### src/rtl/spi_status_flags_defs.vh
// constants for the serial link status block
// assumes a 32-bit apb master and an external serial controller on the link
`ifndef SPI_STATUS_FLAGS_DEFS_VH
`define SPI_STATUS_FLAGS_DEFS_VH

// register byte offsets
`define OFS_STATUS        8'h00
`define OFS_CONTROL       8'h04
`define OFS_DATA          8'h08
`define OFS_INT_STATUS    8'h0c
`define OFS_INT_MASK      8'h10

// status field positions
`define ST_RX_FILL_HI     28
`define ST_RX_FILL_LO     24
`define ST_TX_FILL_HI     20
`define ST_TX_FILL_LO     16
`define ST_FRAME_ERR      12
`define ST_ACTIVE         11
`define ST_TX_UNDERRUN    8
`define ST_SHIFTER_EMPTY  7
`define ST_RX_OVERFLOW    6
`define ST_RX_EMPTY       5
`define ST_TX_EMPTY       3
`define ST_TX_FULL        1
`define ST_RX_FULL        0

// control field positions
`define CT_MODULE_ON      0
`define CT_ENH_BUF        1
`define CT_FRAMED         2

// interrupt event positions
`define EV_RX_WORD        0
`define EV_RX_OVERFLOW    1
`define EV_TX_UNDERRUN    2
`define EV_FRAME_ERR      3
`define EV_WIDTH          4

// reset values
`define CONTROL_RESET     3'h0
`define INT_MASK_RESET    4'h0

// buffer geometry
`define FIFO_DEPTH        5'h10
`define LEGACY_DEPTH      5'h01
`define WORD_BITS         4'h8

`endif

### src/rtl/spi_status_flags.v
// serial link unit with its status register, buffers, apb slave and interrupt
// assumes sck, ss_n and mosi come from an external controller, asynchronous to pclk
//
// Implementation choices: the APB interface to the registers and the placing of the registers.
`timescale 1ns/1ps
`include "spi_status_flags_defs.vh"

module spi_status_flags (
   // clock and reset
   input  wire        pclk,
   input  wire        presetn,
   // apb slave
   input  wire        psel,
   input  wire        penable,
   input  wire        pwrite,
   input  wire [7:0]  paddr,
   input  wire [31:0] pwdata,
   output reg  [31:0] prdata_q,
   output reg         pready_q,
   output reg         pslverr_q,
   // serial link
   input  wire        sck,
   input  wire        ss_n,
   input  wire        mosi,
   output reg         miso_q,
   // interrupt
   output reg         irq_q
);

   // apb access completes at the edge where pready is seen high
   wire        acc       = psel & penable & pready_q;
   wire        wr_acc    = acc & pwrite;
   wire        rd_acc    = acc & ~pwrite;

   // control
   reg  [2:0]  control_q;
   reg         on_prev_q;
   reg  [`EV_WIDTH-1:0] int_status_q;
   reg  [`EV_WIDTH-1:0] int_mask_q;
   wire        module_on = control_q[`CT_MODULE_ON];
   wire        enh       = control_q[`CT_ENH_BUF];
   wire        framed    = control_q[`CT_FRAMED];
   wire        reenable  = module_on & ~on_prev_q;

   // sticky flags
   reg         frame_error_flag_q;
   reg         tx_underrun_flag_q;
   reg         rx_overflow_flag_q;

   // fifos
   reg  [7:0]  tx_mem [0:15];
   reg  [7:0]  rx_mem [0:15];
   reg  [4:0]  tx_wr_q;
   reg  [4:0]  tx_rd_q;
   reg  [4:0]  fifo_write_pointer_q;
   reg  [4:0]  fifo_read_pointer_q;
   wire [4:0]  limit     = enh ? `FIFO_DEPTH : `LEGACY_DEPTH;
   wire [4:0]  tx_fill_count = tx_wr_q - tx_rd_q;
   wire [4:0]  rx_fill_count = fifo_write_pointer_q - fifo_read_pointer_q;
   wire        tx_empty  = (tx_wr_q == tx_rd_q);
   wire        rx_empty  = (fifo_write_pointer_q == fifo_read_pointer_q);
   wire        tx_full   = (tx_fill_count >= limit);
   wire        rx_full   = (rx_fill_count >= limit);

   // link synchronisers, stage one read only by stage two
   reg  [2:0]  sck_s_q;
   reg  [1:0]  ss_s_q;
   reg  [1:0]  mosi_s_q;
   reg         ss_prev_q;
   wire        sck_rise  = sck_s_q[1] & ~sck_s_q[2];
   wire        sck_fall  = ~sck_s_q[1] & sck_s_q[2];
   wire        sel       = ~ss_s_q[1];
   wire        frame_go  = sel & ss_prev_q;
   wire        frame_end = ~sel & ~ss_prev_q;

   // shifter
   reg  [7:0]  tx_shift_q;
   reg  [7:0]  rx_shift_q;
   reg  [3:0]  bit_cnt_q;
   reg         shifter_loaded_q;
   wire [7:0]  rx_next   = {rx_shift_q[6:0], mosi_s_q[1]};
   wire        word_done = module_on & sel & sck_rise & (bit_cnt_q == `WORD_BITS - 4'h1);
   // next word loads at frame start and right after each word, before the next rising edge
   wire        load_now  = module_on & (frame_go | word_done);
   wire        underrun  = load_now & tx_empty & framed;
   // select released mid-word is a broken frame
   wire        frame_bad = module_on & framed & frame_end & (bit_cnt_q != 4'h0);
   wire        ovf_now   = word_done & rx_full;
   wire        rx_push   = word_done & ~rx_full;
   wire        tx_pop    = load_now & ~tx_empty;

   wire        dec_status = (paddr == `OFS_STATUS);
   wire        dec_ctrl   = (paddr == `OFS_CONTROL);
   wire        dec_data   = (paddr == `OFS_DATA);
   wire        dec_ist    = (paddr == `OFS_INT_STATUS);
   wire        dec_imask  = (paddr == `OFS_INT_MASK);
   wire        mapped     = dec_status | dec_ctrl | dec_data | dec_ist | dec_imask;
   wire        tx_push    = wr_acc & dec_data & module_on & ~tx_full;
   wire        rx_pop     = rd_acc & dec_data & ~rx_empty;
   wire        wr_status  = wr_acc & dec_status;

   wire [`EV_WIDTH-1:0] events;
   assign events[`EV_RX_WORD]     = rx_push;
   assign events[`EV_RX_OVERFLOW] = ovf_now;
   assign events[`EV_TX_UNDERRUN] = underrun;
   assign events[`EV_FRAME_ERR]   = frame_bad;

   // status word, unlisted bits stay zero
   reg  [31:0] status_word;
   always @* begin
      status_word = 32'h0000_0000;
      status_word[`ST_RX_FILL_HI:`ST_RX_FILL_LO] = enh ? rx_fill_count : 5'h00;
      status_word[`ST_TX_FILL_HI:`ST_TX_FILL_LO] = enh ? tx_fill_count : 5'h00;
      status_word[`ST_FRAME_ERR]     = frame_error_flag_q;
      status_word[`ST_ACTIVE]        = module_on & (sel | shifter_loaded_q | ~tx_empty);
      status_word[`ST_TX_UNDERRUN]   = tx_underrun_flag_q;
      status_word[`ST_SHIFTER_EMPTY] = enh & ~shifter_loaded_q;
      status_word[`ST_RX_OVERFLOW]   = rx_overflow_flag_q;
      status_word[`ST_RX_EMPTY]      = enh & rx_empty;
      status_word[`ST_TX_EMPTY]      = tx_empty;
      status_word[`ST_TX_FULL]       = tx_full;
      status_word[`ST_RX_FULL]       = rx_full;
   end

   reg  [31:0] rd_mux;
   always @* begin
      rd_mux = 32'h0000_0000;
      case (1'b1)
         dec_status: rd_mux = status_word;
         dec_ctrl:   rd_mux = {29'h0, control_q};
         dec_data:   rd_mux = rx_empty ? 32'h0000_0000 : {24'h00_0000, rx_mem[fifo_read_pointer_q[3:0]]};
         dec_ist:    rd_mux = {28'h000_0000, int_status_q};
         dec_imask:  rd_mux = {28'h000_0000, int_mask_q};
         default:    rd_mux = 32'h0000_0000;
      endcase
   end

   // next interrupt state; a new event wins over the read clear
   reg  [`EV_WIDTH-1:0] int_status_d;
   reg  [`EV_WIDTH-1:0] int_mask_d;
   always @* begin
      int_status_d = int_status_q | events;
      if (rd_acc & dec_ist)
         int_status_d = (int_status_q & ~prdata_q[`EV_WIDTH-1:0]) | events;
      int_mask_d = int_mask_q;
      if (wr_acc & dec_imask)
         int_mask_d = pwdata[`EV_WIDTH-1:0];
   end

   // apb handshake: one wait cycle, data captured before the completing edge
   always @(posedge pclk or negedge presetn) begin
      if (!presetn) begin
         pready_q  <= 1'b0;
         prdata_q  <= 32'h0000_0000;
         pslverr_q <= 1'b0;
      end else begin
         pready_q  <= psel & penable & ~pready_q;
         if (psel & penable & ~pready_q) begin
            prdata_q  <= pwrite ? 32'h0000_0000 : rd_mux;
            pslverr_q <= ~mapped;
         end else begin
            prdata_q  <= 32'h0000_0000;
            pslverr_q <= 1'b0;
         end
      end
   end

   // control, mask and interrupt status; a set wins over a read clear
   always @(posedge pclk or negedge presetn) begin
      if (!presetn) begin
         control_q    <= `CONTROL_RESET;
         on_prev_q    <= 1'b0;
         int_mask_q   <= `INT_MASK_RESET;
         int_status_q <= {`EV_WIDTH{1'b0}};
         irq_q        <= 1'b0;
      end else begin
         on_prev_q <= module_on;
         if (wr_acc & dec_ctrl)
            control_q <= pwdata[2:0];
         int_mask_q   <= int_mask_d;
         int_status_q <= int_status_d;
         // irq follows the next status and mask, so a read clear drops it at once
         irq_q        <= |(int_status_d & int_mask_d);
      end
   end

   // sticky error flags; hardware set wins over software or re-enable clear
   always @(posedge pclk or negedge presetn) begin
      if (!presetn) begin
         frame_error_flag_q <= 1'b0;
         tx_underrun_flag_q <= 1'b0;
         rx_overflow_flag_q <= 1'b0;
      end else begin
         if (frame_bad)
            frame_error_flag_q <= 1'b1;
         else if (wr_status & ~pwdata[`ST_FRAME_ERR])
            frame_error_flag_q <= 1'b0;
         if (underrun)
            tx_underrun_flag_q <= 1'b1;
         else if (reenable | (wr_status & ~pwdata[`ST_TX_UNDERRUN]))
            tx_underrun_flag_q <= 1'b0;
         if (ovf_now)
            rx_overflow_flag_q <= 1'b1;
         else if (reenable | (wr_status & ~pwdata[`ST_RX_OVERFLOW]))
            rx_overflow_flag_q <= 1'b0;
      end
   end

   // fifo storage; pointers carry a wrap bit so full and empty differ
   integer i;
   always @(posedge pclk or negedge presetn) begin
      if (!presetn) begin
         for (i = 0; i < 16; i = i + 1) begin
            tx_mem[i] <= 8'h00;
            rx_mem[i] <= 8'h00;
         end
      end else begin
         if (tx_push)
            tx_mem[tx_wr_q[3:0]] <= pwdata[7:0];
         if (rx_push)
            rx_mem[fifo_write_pointer_q[3:0]] <= rx_next;
      end
   end

   // pointers flush while the module is off
   always @(posedge pclk or negedge presetn) begin
      if (!presetn) begin
         tx_wr_q              <= 5'h00;
         tx_rd_q              <= 5'h00;
         fifo_write_pointer_q <= 5'h00;
         fifo_read_pointer_q  <= 5'h00;
      end else if (!module_on) begin
         tx_wr_q              <= 5'h00;
         tx_rd_q              <= 5'h00;
         fifo_write_pointer_q <= 5'h00;
         fifo_read_pointer_q  <= 5'h00;
      end else begin
         if (tx_push)
            tx_wr_q <= tx_wr_q + 5'h01;
         if (tx_pop)
            tx_rd_q <= tx_rd_q + 5'h01;
         if (rx_push)
            fifo_write_pointer_q <= fifo_write_pointer_q + 5'h01;
         if (rx_pop)
            fifo_read_pointer_q <= fifo_read_pointer_q + 5'h01;
      end
   end

   // two-flop synchronisers, third sck stage only for edge finding
   always @(posedge pclk or negedge presetn) begin
      if (!presetn) begin
         sck_s_q   <= 3'h0;
         ss_s_q    <= 2'h3;
         mosi_s_q  <= 2'h0;
         ss_prev_q <= 1'b1;
      end else begin
         sck_s_q   <= {sck_s_q[1:0], sck};
         ss_s_q    <= {ss_s_q[0], ss_n};
         mosi_s_q  <= {mosi_s_q[0], mosi};
         ss_prev_q <= ss_s_q[1];
      end
   end

   // mode 0 shifter: sample on rising sck, advance on falling sck, msb first
   always @(posedge pclk or negedge presetn) begin
      if (!presetn) begin
         tx_shift_q       <= 8'h00;
         rx_shift_q       <= 8'h00;
         bit_cnt_q        <= 4'h0;
         shifter_loaded_q <= 1'b0;
         miso_q           <= 1'b0;
      end else if (!module_on || !sel) begin
         bit_cnt_q        <= 4'h0;
         shifter_loaded_q <= 1'b0;
         miso_q           <= 1'b0;
      end else begin
         if (load_now) begin
            // empty buffer sends zeros
            tx_shift_q       <= tx_empty ? 8'h00 : tx_mem[tx_rd_q[3:0]];
            miso_q           <= tx_empty ? 1'b0 : tx_mem[tx_rd_q[3:0]][7];
            shifter_loaded_q <= ~tx_empty;
         end else if (sck_fall && bit_cnt_q != 4'h0) begin
            tx_shift_q <= {tx_shift_q[6:0], 1'b0};
            miso_q     <= tx_shift_q[6];
         end
         if (sck_rise) begin
            rx_shift_q <= rx_next;
            bit_cnt_q  <= word_done ? 4'h0 : bit_cnt_q + 4'h1;
         end
      end
   end

endmodule // spi_status_flags

### config.mk
export PLATFORM = sky130hd
export DESIGN_NAME = spi_status_flags
export DESIGN_NICKNAME = d
export VERILOG_FILES = /design/src/rtl/spi_status_flags.v
export VERILOG_INCLUDE_DIRS = /design/src /design/src/rtl
export SDC_FILE = /design/constraint.sdc
export NUM_CORES = 1
export LEC_CHECK = 0
export ABC_AREA = 1
export CAP_MARGIN = 0
export CORE_MARGIN = 5
export CORE_UTILIZATION = 34
export CTS_BUF_LIST = sky130_fd_sc_hd__clkbuf_8
export DETAILED_ROUTE_END_ITERATION = 16
export DONT_BUFFER_PORTS = 1
export RECOVER_POWER = 50
export SLEW_MARGIN = 10
export SYNTH_ARGS = -nofsm -noshare
export SYNTH_HDL_FRONTEND = slang
export SYNTH_SLANG_ARGS = --single-unit
### constraint.sdc
create_clock -name pclk -period 2.7 [get_ports pclk]
set_input_delay 0.54 -clock pclk [delete_from_list [all_inputs] [get_ports pclk]]
set_output_delay 0.54 -clock pclk [all_outputs]
set_load 0.03 [all_outputs]
==> summary.md <==
| Metric | Value |
|---|---|
| Worst setup EP type | `flip-flop` |
| CTS sink cnt | `343` |
| Full die area | `54,200 sq um` |
| Synth top area share | `0.504` |
| RR Endpoint | `tx_mem[16]` |
| Share of cells above drive strength 1 | `0.147` |
| Cells after Synth | `2,110` |
| R2R cell count | `15` |
| Final WS setup | `-0.0766 ns` |
| # H-tree levels | `2` |
| Crit-path leading delay family | `adder cells` |
| Critical Path End | `tx_mem[16]` |
| Gp weighted congestion | `about 0.87` |
| Detailed Routing Iterations Pass 1 | `6` |
| Setup CP Type | `reg2reg` |
| Sw Share | `0.225` |
| Hold Slack | `-0.420 ns` |
| Switch Pwr | `2.37 mW` |
| Unrepaired setup endpoints after global routing | `true` |
| # hold bufs at CTS | `3` |
| P_leak | `9.96 nW` |
| Core area | `49,100 sq um` |
| Area of the mapped netlist | `16,900 sq um` |
| Internal | `8.16 mW` |
| Hold Path Class | `in2async` |
| First-pass GRT wire length | `78,700 microns` |
| DP Area | `18,000 sq um` |
| CP startpoint | `tx_wr_q[0]` |
| Synth cell types | `44` |
| Initial antenna violation count | `2` |
| Starting density of the core | `0.344` |
| Grt total ovfl | `0` |
| Sequential power share | `0.492` |
| Worst-margin pin slew | `between 1 and 1.5 ns` |
| Worst R2R Setup Slack | `-0.08 ns` |
| Worst EP arrival | `3.29 ns` |
| Cell Pwr Density | `522 nW/um^2` |
| Die Y | `between 200 and 250 microns` |
| Crit path required time | `between 3 and 4 ns` |
| Skew final | `0.0223 ns` |
| Residual DRC | `0` |
| Cell row count | `81` |
| Slew Limit Fails | `0` |
| Crit path buf inv count | `4` |
| Most frequent cell after synthesis | `nand2_1` |
| Worst vdd ir | `460 uV` |
| Final wirelength | `51,500 microns` |
| Slowest-stage cell, CP | `dfrtp_1` |
| CTS Buffer Depth | `3` |
| Vias in the first global route | `between 10,000 and 15,000` |
| CTS tree | `done` |
| Syn Area/Cell | `8.00 sq um` |
| Asr flop ratio synth | `1.00` |
| CP Depth | `15` |
| Area leader, netlist | `dfrtp_1` |
| Post-synth top cells | `nand2_1 (653), dfrtp_1 (340), o21ai_0 (268), nor2_1 (246), nand3_1 (209)` |
| Failing checks | `hold timing, setup timing` |
| Synth Flop Type | `dfrtp_1` |
| Die Wd | `233 microns` |
| Tot Pwr | `about 11 mW` |
| Fin crit period | `about 2.8 ns` |
| Worst path cell trace | `inv_2 -> ha_4 -> inv_2 -> fa_2 -> a21oi_2 -> nor2_1 -> nor2_1 -> xnor2_1 -> ha_1 -> nand2_4 -> buf_6 -> nand4_1 -> buf_6 -> nand2_2 -> o21ai_2` |
| Outcome | `complete, but fails checks` |
| # Max-Cap Violations | `0` |
| Max FO, Critical Path | `8` |
| Clk_lat worst skew | `0.66 ns` |
| First-iteration detailed-routing DRC count | `1,404` |
| TritonCTS Buffers | `58` |
| GRT Overall Usage | `0.181` |
| Number of synthesis warnings | `0` |
| Setup Viol. Count Final | `38` |
| Area Overhead vs Synth | `19.5%` |
| Largest net degree at the start of global routing | `approximately 340` |
| Port bufs | `0` |
| DR vias/cell | `5.13` |
| Crit share post-route | `1.03` |
| Final #Nets | `2,272` |
| Startpoint Class | `flip-flop` |
| R2R Path Start | `tx_wr_q[0]` |
| Synth Register Bits | `343` |
| Final Cell Area | `slightly above 20,000 sq um` |
| Part of the Yosys area used for sequential elements | `0.509` |
| EDFF count, synth | `0` |
| Clock Pin Slew Worst Setup and Hold Paths | `0.06 ns` |
| Combinational power share | `0.010` |
| Ports | `84` |
| Drt wl/cell | `about 18 microns` |
| Clock power share | `0.498` |
| Slew headroom | `0.278` |
| Vias | `14,926` |
| Post-layout util | `0.411` |
| DRT antenna net count | `0` |
| Top cells by area, synth | `dfrtp_1 (50%), nand2_1 (15%), o21ai_0 (8.0%), nand3_1 (6.2%), nor2_1 (5.5%)` |
| HPWL after DPL | `31,800 microns` |
| Fmax | `0.360 GHz` |
| Final hold violation count | `340` |
| Max stage delay on crit path | `0.38 ns` |
| Root Driver | `clkbuf_8` |
[cells by family after synthesis]
kind of cell | Yosys count | synth area share
buf+inv | 226 | 0.0631
flops | 343 | 0.509
xor+xnor | 16 | 0.00831
other cells | 1 | 0.000222
fa+ha+maj | 30 | 0.0231
compound gates | 347 | 0.111
simple gates | 1147 | 0.285
[sequential cells by signal, indices dropped and copies added (netlist names), 2 cells and up]
signal and cells:
fifo_read_pointer_q 5, bit_cnt_q 4, mosi_s_q 2, sck_s_q 3
tx_mem 128, tx_rd_q 5, prdata_q 21, rx_shift_q 7
control_q 3, tx_shift_q 7, ss_s_q 2, int_status_q 4
tx_wr_q 5, fifo_write_pointer_q 5, rx_mem 128, int_mask_q 4
[through the flow]
stage	cells	hold WS (ns)	setup slack, ns	setup TNS [ns]
3_3_place_gp	2764	0.262	-0.118	-8.89
4_1_cts	2887	-0.460	-0.0209	-0.0529
5_1_grt	2907	-0.451	-0.184	-22.49
3_5_place_dp	2764	0.261	-0.174	-16.80
2_1_floorplan	2120	0.244	0.0246	0
6_report	2907	-0.420	-0.0766	-1.19
[cell usage in the layout, fill, tap and decap left out, types with 25 or more instances in the layout]
| cell | instances |
|---|---|
| nor2_1 | 245 |
| clkbuf_8 | 75 |
| o21ai_0 | 202 |
| nand2_2 | 33 |
| nand2_1 | 607 |
| o211ai_1 | 27 |
| inv_1 | 101 |
| nand3_1 | 204 |
| dfrtp_1 | 338 |
| ha_1 | 25 |
| buf_4 | 84 |
| o21ai_1 | 70 |
[worst register-to-register path, stage by stage (launching register included)]
cell	delay, ns
dfrtp_1	0.38
inv_2	0.08
ha_4	0.12
inv_2	0.04
fa_2	0.37
a21oi_2	0.15
nor2_1	0.06
nor2_1	0.12
xnor2_1	0.16
ha_1	0.30
nand2_4	0.10
buf_6	0.11
nand4_1	0.25
buf_6	0.27
nand2_2	0.08
o21ai_2	0.05
[area by class of cell]
type                    count  area (sq um)
fillers                  4997         28900
flip-flops and latches    343          8590
multi-input cells        1560          7760
repair buffers            126          1260
clock buffers              75          1030
well taps                 664           831
inverters                 105           407
clock inverters            33           287
diodes                      1          2.50
[worst min-delay path by stage]
| stage | start | endpoint | slack (ns) |
|---|---|---|---|
| CTS | presetn | rx_mem[112] | -0.46 |
| global route | presetn | rx_mem[81] | -0.45 |
| floorplan | presetn | bit_cnt_q[0] | 0.24 |
| global placement | presetn | rx_mem[80] | 0.26 |
| finish | presetn | rx_mem[81] | -0.42 |
| detailed placement | presetn | rx_mem[83] | 0.26 |
[power groups by stage]
stage / clock network [mW] / registers, mW / logic [mW]
after detailed placement: 0 / 5.27 / 0.0971
after global placement: 0 / 5.27 / 0.0955
after CTS: 5.36 / 5.17 / 0.102
after global routing: 5.59 / 5.17 / 0.118
final: 5.24 / 5.17 / 0.109
after floorplan: 0 / 5.26 / 0.0902
[routing by layer]
metal | GRT usage | up-vias | part of all wire | wire, microns
met5 | 0 | - | 0.00025 | 13
met4 | 0.0565 | 2 | 0.025 | 1280
met3 | 0.0355 | 90 | 0.063 | 3230
met2 | 0.286 | 468 | 0.46 | 23900
met1 | 0.253 | 7265 | 0.45 | 23100
li1 | - | 7101 | - | -
[timing repair]
action	4_1_cts	5_1_grt
hold endpoints to repair	346	343
gates resized for setup	12	175
pin swaps	6	75
setup endpoints to repair	138	267
buffers inserted	9	7
cloned	3	13
No activity file was read; power rests on OpenSTA's default activity.
